## src/rtl/sbp_pkg.sv

```systemverilog
// Package of constants and types for the status and block-protect block
package sbp_pkg;
  // Status byte bit positions
  localparam int unsigned STAT_SRWD_BIT  = 7;  // Status-write disable
  localparam int unsigned STAT_BP3_BIT   = 6;  // Top block-protect bit
  localparam int unsigned STAT_TB_BIT    = 5;  // Top/bottom select
  localparam int unsigned STAT_BP_LO_MSB = 4;  // Low protect bits 4:2
  localparam int unsigned STAT_BP_LO_LSB = 2;
  localparam int unsigned STAT_WEL_BIT   = 1;  // Write-enable latch
  localparam int unsigned STAT_BUSY_BIT  = 0;  // Write in progress

  // Reset values of the nonvolatile bits
  localparam logic       SRWD_RST = 1'b1;    // Status writes disabled while pin low
  localparam logic       TB_RST   = 1'b1;    // Bottom anchored
  localparam logic [3:0] BP_RST   = 4'h0;    // Nothing protected

  // Array geometry: 26-bit byte address, sector = bits 25:16
  localparam int unsigned ADDR_W       = 26;
  localparam int unsigned SECT_MSB     = 25;
  localparam int unsigned SECT_LSB     = 16;
  localparam int unsigned SECT_W       = 10;
  localparam logic [10:0] SECT_COUNT   = 11'h400;  // 1024 sectors
  localparam logic [3:0]  BP_ALL_CODE  = 4'hb;     // Codes >= this: all
  localparam logic [3:0]  BP_NONE_CODE = 4'h0;

  // Status-write cycle time and its length in clock cycles
  localparam int unsigned CLK_PERIOD_NS = 50;
  localparam int unsigned SRW_TIME_NS   = 1000;
  localparam int unsigned SRW_CYCLES_I  =
    (SRW_TIME_NS + CLK_PERIOD_NS - 1) / CLK_PERIOD_NS;
  localparam logic [7:0]  SRW_CYCLES    = SRW_CYCLES_I[7:0];

  // Commands from the serial command decoder
  typedef enum logic [3:0] {
    CMD_NONE,
    CMD_READ_STATUS,
    CMD_READ_FLAG,
    CMD_WRITE_STATUS,
    CMD_WRITE_ENABLE,
    CMD_WRITE_DISABLE,
    CMD_PROGRAM,
    CMD_SECTOR_ERASE,
    CMD_SUBSECTOR_ERASE,
    CMD_WHOLE_ARRAY_ERASE
  } sbp_cmd_code_t;

  // One decoded command
  typedef struct packed {
    sbp_cmd_code_t     code;  // What to do
    logic [ADDR_W-1:0] addr;  // Target byte address
    logic [7:0]        data;  // Status write value
  } sbp_cmd_t;

  // One array operation handed to the array engine
  typedef struct packed {
    sbp_cmd_code_t     code;  // Program or erase kind
    logic [ADDR_W-1:0] addr;  // Target byte address
  } sbp_op_t;
endpackage

```

## src/rtl/sbp_status_protect.sv

```systemverilog
// Status register, block-protect decode and command gating
//
// Notes on behaviour
// - Status readable and writable by commands
// - Locked when disable bit set, pin low
// - Bit 7 disables status writes while pin low, default one
// - Bit 5 picks top or bottom anchor
// - Protect bits refuse program and erase
// - Code n protects 2^(n-1) sectors, 11+ all
// - Write-enable latch needed, cleared at reset
// - Busy bit set during write cycles
// - Whole erase only with protect bits zero
// - Busy bit inverts flag ready bit
// - Array of 1024 sectors, 26-bit addresses
// - Flag ready low while cycle runs
// - Pin low with bit 7 enforces protection
`timescale 1ns/1ps
module sbp_status_protect (
  input  wire logic             mclk_in,        // System clock
  input  wire logic             rstn_in,        // Async reset, low
  input  wire logic             wp_n_in,        // Write-protect pin
  input  wire logic             cmd_valid_in,   // Command present
  input  wire sbp_pkg::sbp_cmd_t cmd_in,        // Decoded command
  input  wire logic             op_done_in,     // Array op finished
  output logic [7:0]            stat_out,       // Live status byte
  output logic                  flag_ready_out, // Flag ready bit
  output logic                  rd_valid_out,   // Read answer strobe
  output logic [7:0]            rd_data_out,    // Read answer byte
  output logic                  op_start_out,   // Array op launched
  output sbp_pkg::sbp_op_t      op_out,         // Launched op
  output logic                  prot_err_out    // Op refused, protected
);
  // Controller states
  typedef enum logic [1:0] {
    ST_IDLE,
    ST_SR_WRITE,
    ST_ARRAY_OP
  } sbp_state_t;

  // Pin synchroniser
  logic wp_meta_ff;                // First stage, read by second only
  logic wp_sync_ff;                // Synchronised pin level

  // Status state
  logic       srwd_ff, nxt_srwd;   // Status-write disable
  logic       tb_ff, nxt_tb;       // Top/bottom select
  logic [3:0] bp_ff, nxt_bp;       // Block-protect code
  logic       wel_ff, nxt_wel;     // Write-enable latch
  logic       busy_ff, nxt_busy;   // Write in progress
  logic       ready_ff, nxt_ready; // Flag ready copy
  sbp_state_t state_ff, nxt_state; // Controller state
  logic [7:0] tmr_ff, nxt_tmr;     // Status-write timer

  // Answer outputs
  logic             rdv_ff, nxt_rdv;
  logic [7:0]       rdd_ff, nxt_rdd;
  logic             go_ff, nxt_go;
  sbp_pkg::sbp_op_t op_ff, nxt_op;
  logic             perr_ff, nxt_perr;

  // Decode helpers
  logic                       locked;     // Status writes blocked
  logic [sbp_pkg::SECT_W-1:0] sect;       // Target sector
  logic [10:0]                prot_cnt;   // Sectors protected
  logic                       in_prot;    // Target is protected
  logic [7:0]                 stat_now;   // Status byte now

  // Two-flop synchroniser on the pin
  always_ff @(posedge mclk_in or negedge rstn_in) begin
    if (!rstn_in) begin
      wp_meta_ff <= 1'b1;
      wp_sync_ff <= 1'b1;
    end else begin
      wp_meta_ff <= wp_n_in;
      wp_sync_ff <= wp_meta_ff;
    end
  end

  // Protected range decode
  always_comb begin
    locked = srwd_ff && !wp_sync_ff;
    sect   = cmd_in.addr[sbp_pkg::SECT_MSB:sbp_pkg::SECT_LSB];
    // Sector count from the code
    if (bp_ff == sbp_pkg::BP_NONE_CODE) begin
      prot_cnt = 11'h000;
    end else if (bp_ff >= sbp_pkg::BP_ALL_CODE) begin
      prot_cnt = sbp_pkg::SECT_COUNT;
    end else begin
      prot_cnt = 11'h001 << (bp_ff - 4'h1);
    end
    // Anchor at bottom or top
    if (tb_ff) begin
      in_prot = {1'b0, sect} < prot_cnt;
    end else begin
      in_prot = {1'b0, ~sect} < prot_cnt;
    end
    stat_now = {srwd_ff, bp_ff[3], tb_ff, bp_ff[2:0], wel_ff, busy_ff};
  end

  // Command handling and busy tracking
  always_comb begin
    nxt_srwd  = srwd_ff;
    nxt_tb    = tb_ff;
    nxt_bp    = bp_ff;
    nxt_wel   = wel_ff;
    nxt_state = state_ff;
    nxt_tmr   = tmr_ff;
    nxt_rdv   = 1'b0;
    nxt_rdd   = rdd_ff;
    nxt_go    = 1'b0;
    nxt_op    = op_ff;
    nxt_perr  = 1'b0;
    // Reads are answered in any state
    if (cmd_valid_in && cmd_in.code == sbp_pkg::CMD_READ_STATUS) begin
      nxt_rdv = 1'b1;
      nxt_rdd = stat_now;
    end else if (cmd_valid_in && cmd_in.code == sbp_pkg::CMD_READ_FLAG) begin
      nxt_rdv = 1'b1;
      nxt_rdd = {!busy_ff, 7'h00};
    end
    unique case (state_ff)
      ST_IDLE: begin
        if (cmd_valid_in) begin
          unique case (cmd_in.code)
            sbp_pkg::CMD_WRITE_ENABLE: begin
              nxt_wel = 1'b1;
            end
            sbp_pkg::CMD_WRITE_DISABLE: begin
              nxt_wel = 1'b0;
            end
            // Status write needs latch and no lock
            sbp_pkg::CMD_WRITE_STATUS: begin
              if (wel_ff && !locked) begin
                nxt_srwd  = cmd_in.data[sbp_pkg::STAT_SRWD_BIT];
                nxt_tb    = cmd_in.data[sbp_pkg::STAT_TB_BIT];
                nxt_bp    = {cmd_in.data[sbp_pkg::STAT_BP3_BIT],
                             cmd_in.data[sbp_pkg::STAT_BP_LO_MSB:
                                         sbp_pkg::STAT_BP_LO_LSB]};
                nxt_state = ST_SR_WRITE;
                nxt_tmr   = sbp_pkg::SRW_CYCLES;
              end
            end
            // Whole erase only with no protect bits
            sbp_pkg::CMD_WHOLE_ARRAY_ERASE: begin
              if (wel_ff && bp_ff == sbp_pkg::BP_NONE_CODE) begin
                nxt_go    = 1'b1;
                nxt_op    = '{code: cmd_in.code, addr: cmd_in.addr};
                nxt_state = ST_ARRAY_OP;
              end else if (wel_ff) begin
                nxt_perr = 1'b1;
              end
            end
            // Program and erase checked against range
            sbp_pkg::CMD_PROGRAM,
            sbp_pkg::CMD_SECTOR_ERASE,
            sbp_pkg::CMD_SUBSECTOR_ERASE: begin
              if (wel_ff && !in_prot) begin
                nxt_go    = 1'b1;
                nxt_op    = '{code: cmd_in.code, addr: cmd_in.addr};
                nxt_state = ST_ARRAY_OP;
              end else if (wel_ff) begin
                nxt_perr = 1'b1;
              end
            end
            default: begin
              // Reads and no-ops leave state alone
            end
          endcase
        end
      end
      // Timed status write cycle
      ST_SR_WRITE: begin
        nxt_tmr = tmr_ff - 8'h01;
        if (tmr_ff == 8'h01) begin
          nxt_state = ST_IDLE;
          nxt_wel   = 1'b0;
        end
      end
      // Wait for the array engine
      ST_ARRAY_OP: begin
        if (op_done_in) begin
          nxt_state = ST_IDLE;
          nxt_wel   = 1'b0;
        end
      end
    endcase
    nxt_busy  = nxt_state != ST_IDLE;
    nxt_ready = nxt_state == ST_IDLE;
  end

  // Register all state
  always_ff @(posedge mclk_in or negedge rstn_in) begin
    if (!rstn_in) begin
      srwd_ff  <= sbp_pkg::SRWD_RST;
      tb_ff    <= sbp_pkg::TB_RST;
      bp_ff    <= sbp_pkg::BP_RST;
      wel_ff   <= 1'b0;
      busy_ff  <= 1'b0;
      ready_ff <= 1'b1;
      state_ff <= ST_IDLE;
      tmr_ff   <= 8'h00;
      rdv_ff   <= 1'b0;
      rdd_ff   <= 8'h00;
      go_ff    <= 1'b0;
      op_ff    <= '0;
      perr_ff  <= 1'b0;
    end else begin
      srwd_ff  <= nxt_srwd;
      tb_ff    <= nxt_tb;
      bp_ff    <= nxt_bp;
      wel_ff   <= nxt_wel;
      busy_ff  <= nxt_busy;
      ready_ff <= nxt_ready;
      state_ff <= nxt_state;
      tmr_ff   <= nxt_tmr;
      rdv_ff   <= nxt_rdv;
      rdd_ff   <= nxt_rdd;
      go_ff    <= nxt_go;
      op_ff    <= nxt_op;
      perr_ff  <= nxt_perr;
    end
  end

  // Outputs are flop copies
  assign stat_out       = {srwd_ff, bp_ff[3], tb_ff, bp_ff[2:0],
                           wel_ff, busy_ff};
  assign flag_ready_out = ready_ff;
  assign rd_valid_out   = rdv_ff;
  assign rd_data_out    = rdd_ff;
  assign op_start_out   = go_ff;
  assign op_out         = op_ff;
  assign prot_err_out   = perr_ff;
endmodule

```

## config.mk

```make
export PLATFORM = sky130hd
export DESIGN_NAME = sbp_status_protect
export DESIGN_NICKNAME = d
export VERILOG_FILES = /design/src/rtl/sbp_pkg.sv /design/src/rtl/sbp_status_protect.sv
export SDC_FILE = /design/constraint.sdc
export NUM_CORES = 1
export LEC_CHECK = 0
export BUFFER_PORTS_ARGS = -buffer_cell sky130_fd_sc_hd__buf_2
export CORE_ASPECT_RATIO = 1.1
export CORE_MARGIN = 2
export CORE_UTILIZATION = 58
export CTS_BUF_LIST = sky130_fd_sc_hd__clkbuf_8
export DETAILED_ROUTE_END_ITERATION = 8
export PLACE_DENSITY = 0.86
export SLEW_MARGIN = 20
export SYNTH_ARGS = -nofsm -noshare
export SYNTH_HDL_FRONTEND = slang
export SYNTH_SLANG_ARGS = --single-unit
```

## constraint.sdc

```tcl
create_clock -name mclk_in -period 6.2 [get_ports mclk_in]
set_input_delay 0.31 -clock mclk_in [delete_from_list [all_inputs] [get_ports mclk_in]]
set_output_delay 0.31 -clock mclk_in [all_outputs]
set_load 0.01 [all_outputs]
```

==> results of run 1 <==
-- kinds of logic (layout without fill, tap and decap cells) --
kind of cell | Yosys count | after routing | share of synthesized area [%]
AND/OR/NAND/NOR | 82 | 82 | 13.2
flip-flops | 62 | 62 | 46.2
AO/OA/AOI/OAI | 52 | 52 | 11.7
multiplexers | 35 | 35 | 13.9
buffers and inverters | 29 | 128 | 4.34
adder cells (fa/ha/maj) | 25 | 25 | 9.28
XOR/XNOR | 5 | 5 | 1.30
-- sequential cells by signal (all words and copies together) (netlist names), 2 cells and up --
register and cells:
tmr_ff 8, op_out 30, bp_ff 4, rd_data_out 8, state_ff 2
-- per-layer routing --
layer | track usage (%) | vias up | wire [um]
li1 | - | 1216 | -
met4 | 8.93 | 0 | 76
met2 | 38.5 | 117 | 3650
met1 | 30.8 | 1294 | 3220
met3 | 4.87 | 8 | 458
met5 | 0 | - | 0
-- cells in the final DEF, fill, tap and decap left out, drive strengths merged, types with 2 or more instances in the layout --
cell type	Yosys	final
nor3	6	6
and3	5	5
o31ai	2	2
xnor2	3	3
nand2	18	18
nand4bb	2	2
buf	7	92
nand3	8	8
a21boi	2	2
a211oi	2	2
a2111oi	2	2
a21oi	8	8
xor2	2	2
clkbuf	2	12
inv	20	21
nor2b	8	8
nor2	20	20
nand2b	6	6
o21ai	15	15
a22o	7	7
ha	25	25
o2bb2ai	3	3
mux2	35	35
dfrtp	57	57
dfstp	5	5
or3	2	2
bufinv	0	3
-- worst max-delay path, cell delays in order (launching register included) --
cell and delay, ns:
dfrtp_1 0.47, nor2b_1 0.40, nand3_1 0.21, ha_1 0.40, and3_1 0.23, a31oi_1 0.16, nor2_1 0.08, a2111oi_2 0.45
nor3_2 0.16, o21ai_4 0.16, buf_4 0.44, mux2_2 0.39
-- worst paths after layout --
check                                        endpoint                  from  slack, ns  cells after the start
min reg2reg                      wp_sync_ff$_DFF_PN1_  wp_meta_ff$_DFF_PN1_       0.36                      0
max reg2reg                    op_out[20]$_DFFE_PN0P_  bp_ff[2]$_DFFE_PN0P_       2.51                     11
max in group asynchronous  rd_data_out[5]$_DFFE_PN0P_               rstn_in       5.57                      2
min                              wp_meta_ff$_DFF_PN1_               wp_n_in       0.08                      1
min in group asynchronous       tmr_ff[7]$_DFFE_PN0P_               rstn_in       0.13                      2
max                            op_out[20]$_DFFE_PN0P_  bp_ff[2]$_DFFE_PN0P_       2.51                     11
-- power groups by stage --
| stage | clock [mW] | combinational, mW | sequential, mW |
|---|---|---|---|
| finish | 0.449 | 0.751 | 0.711 |
| global route | 0.478 | 0.812 | 0.735 |
| CTS | 0.458 | 0.751 | 0.711 |
| detailed placement | 0 | 0.743 | 0.711 |
| global placement | 0 | 0.715 | 0.703 |
| floorplan | 0 | 0.448 | 0.752 |
-- cell type report --
cell class	count	area share [%]
tap	77	2.34
inverter	20	1.82
clock inverter	4	2.28
sequential	62	37.8
multi-input combinational	199	40.4
clock buffer	12	4.01
timing repair buffer	92	11.3
==> results.toml, run 1 <==
[yosys]
yosys.area.top_type = "dfrtp_1"
ys_top_cells_by_area = "dfrtp_1, ha_1, mux2_4"
syn_area_um2 = 3370
synth_flop_cell = "dfrtp_1"
synthesis.nets = 358
post-synth-top-count-cell = "dfrtp_1"
async_flop_share_pct = 100
ys_types = 52
synth-edff-count = 0
synth-seq-cells = 62
avgSynthCellArea_um2 = 11.6
synth_commonest_cells = "dfrtp_1, ha_1, inv_1, mux2_4, nor2_1"
synth_cells = 290
synth_top_area_share_pct = 42.3
synth.yosys.seq_area_share_pct = 46.2
synth_warnings = 0

[setup_path]
cp_data_required_time_ns = 6.42
critPathCaptureType = "flop"
cp_max_fo = 31
worstSetupPathType = "reg2reg"
crit_arrival_ns = 3.91
critPathLaunchType = "flop"

[clocking]
cts_tree = "done"
postCtsHoldBufs = 0
cts_root_buf = "clkbuf_8"
ctsLongestPathBuffers = 2
htree_levels = 3
cts.repair.resized = 0
cts_buffers = 9
cts.reportedPaths.clkPinSlew_ns = 0.07
clock_latency_ns = 0.33
clock-sinks = 62
postCtsSetupBuffers = 0

[power]
p_total_mw = 1.91
switching_share_pct = 34.6
p_leak_nw = 2.09
pwr-share-seq_pct = 37.2
power_frac_clock_pct = 23.5
internal_power_mw = 1.25
combPwrFrac_pct = 39.3
p_per_area_nw_per_um2 = 464
ir_drop_v = 0.000244
p_sw_mw = 0.661

[cells_and_area]
nets = 452
regArea_um2 = 1560
layout-area-overhead-vs-synth_pct = 22.2
final_util_pct = 72.3
layout-drive-gt1-share_pct = 38.8
antennaDiodeCount = 0
fin_area_um2 = 4120
multi_input_area_um2 = 1670
fill_cells = 414
stdcell_count = 466

[timing]
worst-slew-pin-transition_ns = 0.756
setup_viol = 0
hold_viol = 0
drv_slew = 0
fmax_ghz = 0.271
fin_skew_ns = 0.0109
grt_setup_unrepaired = "false"
period_needed_ns = 3.69
fin_ws_ns = 2.51
setup_tns_ns = 0
slew_headroom_pct = 49.6
final.period_utilization_pct = 59.6
hold_slack_ns = 0.0783

[place]
place.gp.congestion = 0.843
pre_cts_slack_ns = 2.74
hpwlAfterDp_um = 5270
placedInstanceArea_um2 = 3860
numPortBuffers = 90
placed_cells = 450

[global_route]
grt_max_degree = 63
track_usage_pct = 23.6
grt_pass1_wl_um = 11900
grt_pass1_vias = 2545
antenna_found_initial = 0
overflow = 0

[status]
status = "finished, final reports clean"

[floorplan]
core.rowCount = 29
die_y_um = 83.9
die_area_um2 = 6440
core_area_um2 = 5700
die_w_um = 76.7
pin_count = 93
initial_core_util_pct = 59.1

[route]
wl_um = 7410
drc = 0
drt_iter0_markers = 122
vias = 2635
drt_pass1_iterations = 4
antenna_left = 0
via_per_inst = 5.65
wire_per_inst_um = 15.9

[worst_hold_path]
hold_path.class = "in2reg"

[run]
maxCapViolations = 0
Power figures use the tool's default switching activity.
==> run 2: changes to the inputs <==
--- a/config.mk
+++ b/config.mk
@@ -8,10 +8,10 @@
 export BUFFER_PORTS_ARGS = -buffer_cell sky130_fd_sc_hd__buf_2
 export CORE_ASPECT_RATIO = 1.1
 export CORE_MARGIN = 2
-export CORE_UTILIZATION = 58
+export CORE_UTILIZATION = 49
 export CTS_BUF_LIST = sky130_fd_sc_hd__clkbuf_8
 export DETAILED_ROUTE_END_ITERATION = 8
-export PLACE_DENSITY = 0.86
+export PLACE_DENSITY = 0.77
 export SLEW_MARGIN = 20
 export SYNTH_ARGS = -nofsm -noshare
 export SYNTH_HDL_FRONTEND = slang
==> constraint.sdc (replaced) <==
create_clock -name mclk_in -period 3 [get_ports mclk_in]
set_input_delay 0.15 -clock mclk_in [delete_from_list [all_inputs] [get_ports mclk_in]]
set_output_delay 0.15 -clock mclk_in [all_outputs]
set_load 0.01 [all_outputs]
==> run 2 against run 1 <==
  * The flow now finishes with violations (negative setup slack)
  * Sequential share of layout area is 2.7 points lower
  * Non-clock buffer count is 31 higher
  * Setup slack got worse by 2.5 ns
  * Design area increased by 8.1%
  * Critical endpoint is now op_out[12]$_DFFE_PN0P_
  * Largest power group unchanged
  * Highest routed layer unchanged
==> results.toml, run 2 (synthesis gave the netlist of run 1 again) <==
[timing]
setup_tns_ns = -0.206
slew_headroom_pct = 59.0
final.period_utilization_pct = 101
hold_slack_ns = 0.0259
drv_slew = 0
fin_skew_ns = 0.0113
fmax_ghz = 0.330
fin_ws_ns = -0.0300
hold_viol = 0
worst-slew-pin-transition_ns = 0.613
setup_viol = 11
grt_setup_unrepaired = "true"
period_needed_ns = 3.03

[setup_path]
cp_max_fo = 7
critPathCaptureType = "flop"
reg2reg_depth = 12
worstSetupPathType = "reg2reg"
path_depth = 12
critPathBufInv = 2
crit_arrival_ns = 3.26
cpMaxStageDelayCell = "dfrtp_2"
cp_data_required_time_ns = 3.23
slowest_delay_ns = 0.45
path_cells = "nor2_4, nand3_2, ha_1, nor3_1, nand3_1, a41o_1, a2111oi_4, nor3_2, o21ai_4, buf_6, buf_16, mux2_4"
path_delay_family = "compound AO/OA/AOI/OAI gates"
critPathLaunchType = "flop"

[worst_hold_path]
hold_path.class = "in2reg"
hold_depth = 2

[route]
drt_iter0_markers = 164
via_per_inst = 5.29
vias = 2658
drc = 0
drt_pass1_iterations = 4
wire_per_inst_um = 15.6
antenna_left = 0
wl_um = 7810

[cells_and_area]
largest_reg_flops = 30
nets = 483
layout_common_cells = "buf_2, dfrtp_1, buf_4"
layout-area-overhead-vs-synth_pct = 32.1
layout-drive-gt1-share_pct = 46.9
final_common_cell = "buf_2"
antennaDiodeCount = 0

[clocking]
clock-sinks = 62
cts.reportedPaths.clkPinSlew_ns = 0.06
ctsLongestPathBuffers = 2
cts_tree = "done"
clock_latency_ns = 0.35
cts_buffers = 9
cts_root_buf = "clkbuf_8"
htree_levels = 3

[global_route]
grt_pass1_wl_um = 12500
track_usage_pct = 20.6
grt_max_degree = 43
overflow = 0
antenna_found_initial = 0
grt_pass1_vias = 2668

[place]
place.gp.congestion = 0.848
numPortBuffers = 90
hpwlAfterDp_um = 5700

[floorplan]
die_area_um2 = 7560
core_area_um2 = 6630
die_y_um = 91.0
pin_count = 93
core.rowCount = 31
initial_core_util_pct = 50.8
die_w_um = 83.1

[power]
p_per_area_nw_per_um2 = 931
p_leak_nw = 2.26
ir_drop_v = 0.000568

[status]
status = "finished, violations left"
violations = "negative setup slack"

[run]
maxCapViolations = 0
run 2: cell types whose count changed in the layout (fill, tap and decap cells not counted), sizes merged:
cell         change
bufinv           -2
clkinv           +1
clkinvlp         +1
buf             +28
dlygate4sd3      +3
run 2: through the flow:
step                power (mW)  worst slack [ns]  cells  util (%)  instance area (um^2)
detailed placement        3.18           -0.0524    474      60.8                  4030
global route              4.40            -0.107    502      67.1                  4450
global placement          3.12           -0.0331    474      60.8                  4030
CTS                       4.01           0.00761    496      65.3                  4330
floorplan                 2.48            0.0758    290         -                  3370
finish                    4.15           -0.0300    502      67.1                  4450
run 2: routing by layer:
| layer | up-vias | global-route usage [%] | part of all wire, % |
|---|---|---|---|
| li1 | 1278 | - | - |
| met1 | 1272 | 26.4 | 45 |
| met2 | 96 | 32.5 | 47 |
| met3 | 12 | 6.55 | 6.1 |
| met4 | 0 | 8.33 | 1.8 |
| met5 | - | 0 | 0 |
run 2: where the power goes:
group / internal [mW] / switching [mW] / total [mW]
Sequential: 1.20 / 0.263 / 1.46
Clock: 0.447 / 0.317 / 0.764
Combinational: 1.02 / 0.899 / 1.92
run 2: cell type report:
type	count	area, um^2
inverter	20	75.1
sequential	62	1560
clock inverter	4	46.3
tap	82	103
fill	520	2180
multi-input combinational	199	1760
clock buffer	12	165
timing repair buffer	123	741
run 2: path summary, 6_finish.rpt:
check | slack (ns) | startpoint | to
worst max register to register | -0.03 | bp_ff[3]$_DFFE_PN0P_ | op_out[12]$_DFFE_PN0P_
min in group asynchronous | 0.29 | rstn_in | op_out[13]$_DFFE_PN0P_
worst min register to register | 0.36 | wp_meta_ff$_DFF_PN1_ | wp_sync_ff$_DFF_PN1_
max in group asynchronous | 1.79 | rstn_in | bp_ff[3]$_DFFE_PN0P_
worst max-delay path | -0.03 | bp_ff[3]$_DFFE_PN0P_ | op_out[12]$_DFFE_PN0P_
worst min-delay path | 0.03 | cmd_in[22] | op_out[14]$_DFFE_PN0P_
run 2: timing repair:
item / in CTS / in global routing
gates resized for setup: 4 / 24
hold endpoints to repair: 17 / 1
pin swaps: 4 / 12
setup endpoints to repair: 28 / 31
buffers inserted: 3 / 8
gates cloned: 1 / 0
hold buffers: 2 / 1
==> run 3: changes to the inputs <==
--- a/config.mk
+++ b/config.mk
@@ -7,7 +7,7 @@
 export LEC_CHECK = 0
 export BUFFER_PORTS_ARGS = -buffer_cell sky130_fd_sc_hd__buf_2
 export CORE_ASPECT_RATIO = 1.1
-export CORE_MARGIN = 2
+export CORE_MARGIN = 3
 export CORE_UTILIZATION = 49
 export CTS_BUF_LIST = sky130_fd_sc_hd__clkbuf_8
 export DETAILED_ROUTE_END_ITERATION = 8
==> run 3 against run 2 <==
  * The flow still finishes with violations (negative setup slack)
  * Cell count up 1.2%
  * Sequential share of layout area down 1.3 points
  * Via count up 1.4%
  * Maximum frequency up 0.56%
  * Register-to-register slack better by 0.02 ns
  * Clock-buffer cell count down 1
  * Sequential cell count unchanged
==> results.toml, run 3 (synthesis gave the netlist of run 1 again) <==
[setup_path]
critPathCaptureType = "flop"
slowest_delay_ns = 0.47
cpMaxStageDelayCell = "dfrtp_2"
cp_max_fo = 7
cp_data_required_time_ns = 3.22
path_delay_family = "compound AO/OA/AOI/OAI gates"
worstSetupPathType = "reg2reg"
critPathBufInv = 2
path_cells = "and2b_2, nand2_4, ha_4, nor2b_1, o21bai_1, a41o_1, a2111oi_4, nor3_2, o21ai_4, buf_4, buf_16, mux2_4"
critPathLaunchType = "flop"
crit_arrival_ns = 3.23

[clocking]
cts_buffers = 9
cts.reportedPaths.clkPinSlew_ns = 0.07
ctsLongestPathBuffers = 2
clock-sinks = 62
cts_root_buf = "clkbuf_8"
clock_latency_ns = 0.34
cts_tree = "done"
htree_levels = 3

[floorplan]
initial_core_util_pct = 50.8
die_y_um = 93.0
core.rowCount = 31
die_w_um = 85.1
pin_count = 93
die_area_um2 = 7910
core_area_um2 = 6630

[global_route]
overflow = 0
antenna_found_initial = 0
grt_max_degree = 45
met2_usage_pct = 32.1
grt_pass1_vias = 2636
grt_pass1_wl_um = 12300
grt-busiest-layer = "met2"
grt_use_met1_pct = 25.1
track_usage_pct = 19.7
met3_usage_pct = 5.64

[timing]
fin_skew_ns = 0.00888
fin_ws_ns = -0.0131
hold_viol = 0
slew_headroom_pct = 58.3
worst-slew-pin-transition_ns = 0.623
grt_setup_unrepaired = "true"
period_needed_ns = 3.01
fmax_ghz = 0.332
final.period_utilization_pct = 100
drv_slew = 0
setup_viol = 8

[cells_and_area]
largest_reg_flops = 30
layout-drive-gt1-share_pct = 50.0
nets = 489
layout-area-overhead-vs-synth_pct = 36.9
final_common_cell = "buf_2"
antennaDiodeCount = 0
fin_area_um2 = 4610
layout_common_cells = "buf_2, dfrtp_1, buf_4"

[status]
status = "finished, violations left"
violations = "negative setup slack"

[run]
maxCapViolations = 0

[route]
drt_pass1_iterations = 4
drt_iter0_markers = 132
wire_per_inst_um = 15.8
drc = 0
antenna_left = 0
via_per_inst = 5.31
vias = 2696
wl_um = 8030

[place]
placedInstanceArea_um2 = 4050
numPortBuffers = 90
pre_cts_slack_ns = -0.0769
hpwlAfterDp_um = 5620
place.gp.congestion = 0.883

[power]
p_leak_nw = 2.35
p_per_area_nw_per_um2 = 909
ir_drop_v = 0.000511

[worst_hold_path]
hold_path.class = "in2reg"
-- run 3: cell types whose count changed in the layout (fill, tap and decap cells not counted), moves of 2 or more --
cell      previous run  this run
clkinv_2             1         3
buf_12               0         4
mux2_1               6         0
ha_1                24        20
buf_4               25        30
buf_6                4         0
ha_4                 1         4
mux2_4              21        28
o21ai_0             13        11
-- run 3: layer usage --
layer / wire [um] / vias to the layer above
met3: 498 / 12
met5: 0 / -
met1: 3490 / 1313
li1: - / 1287
met4: 163 / 0
met2: 3880 / 84
-- run 3: path summary, 6_finish.rpt --
kind,startpoint,end,slack (ns),cells past startpoint
min in group asynchronous,rstn_in,op_out[1]$_DFFE_PN0P_,0.28,2
worst max register to register,bp_ff[0]$_DFFE_PN0P_,op_out[29]$_DFFE_PN0P_,-0.01,12
worst min register to register,wp_meta_ff$_DFF_PN1_,wp_sync_ff$_DFF_PN1_,0.36,0
worst max-delay path,bp_ff[0]$_DFFE_PN0P_,op_out[29]$_DFFE_PN0P_,-0.01,12
max in group asynchronous,rstn_in,bp_ff[2]$_DFFE_PN0P_,1.81,3
worst min-delay path,cmd_in[8],op_out[0]$_DFFE_PN0P_,0.04,2
-- run 3: power breakdown --
group | switching (mW) | total (mW) | internal [mW] | leakage, nW
combinational | 0.915 | 2.00 | 1.09 | 1.48
sequential | 0.257 | 1.46 | 1.20 | 0.760
clock | 0.311 | 0.733 | 0.422 | 0.110
total | 1.48 | 4.19 | 2.71 | 2.35
-- run 3: through the flow --
stage	hold slack, ns	power [mW]	setup TNS, ns	util [%]	cells
global route	0.0248	4.47	-2.74	69.6	508
finish	0.0403	4.19	-0.0638	69.6	508
detailed placement	0.108	3.18	-1.62	61.1	475
CTS	0.0215	4.00	0	66.2	498
floorplan	-0.146	2.48	0	-	290
global placement	0.0938	3.13	-0.137	61.1	475
-- run 3: area by class of cell --
class | count | area [um^2]
Clock buffer | 11 | 151
Multi-Input combinational cell | 199 | 1840
Tap cell | 82 | 103
Clock inverter | 5 | 48.8
Sequential cell | 62 | 1560
Timing Repair Buffer | 129 | 838
Fill cell | 454 | 2020
Inverter | 20 | 75.1
-- run 3: timing repair --
item | in CTS | in global routing
resized for setup | 7 | 31
hold buffers | 3 | 0
setup endpoints to repair | 28 | 31
cloned | 1 | 1
hold endpoints to repair | 20 | 0
pin swaps | 2 | 14
buffers inserted | 3 | 9
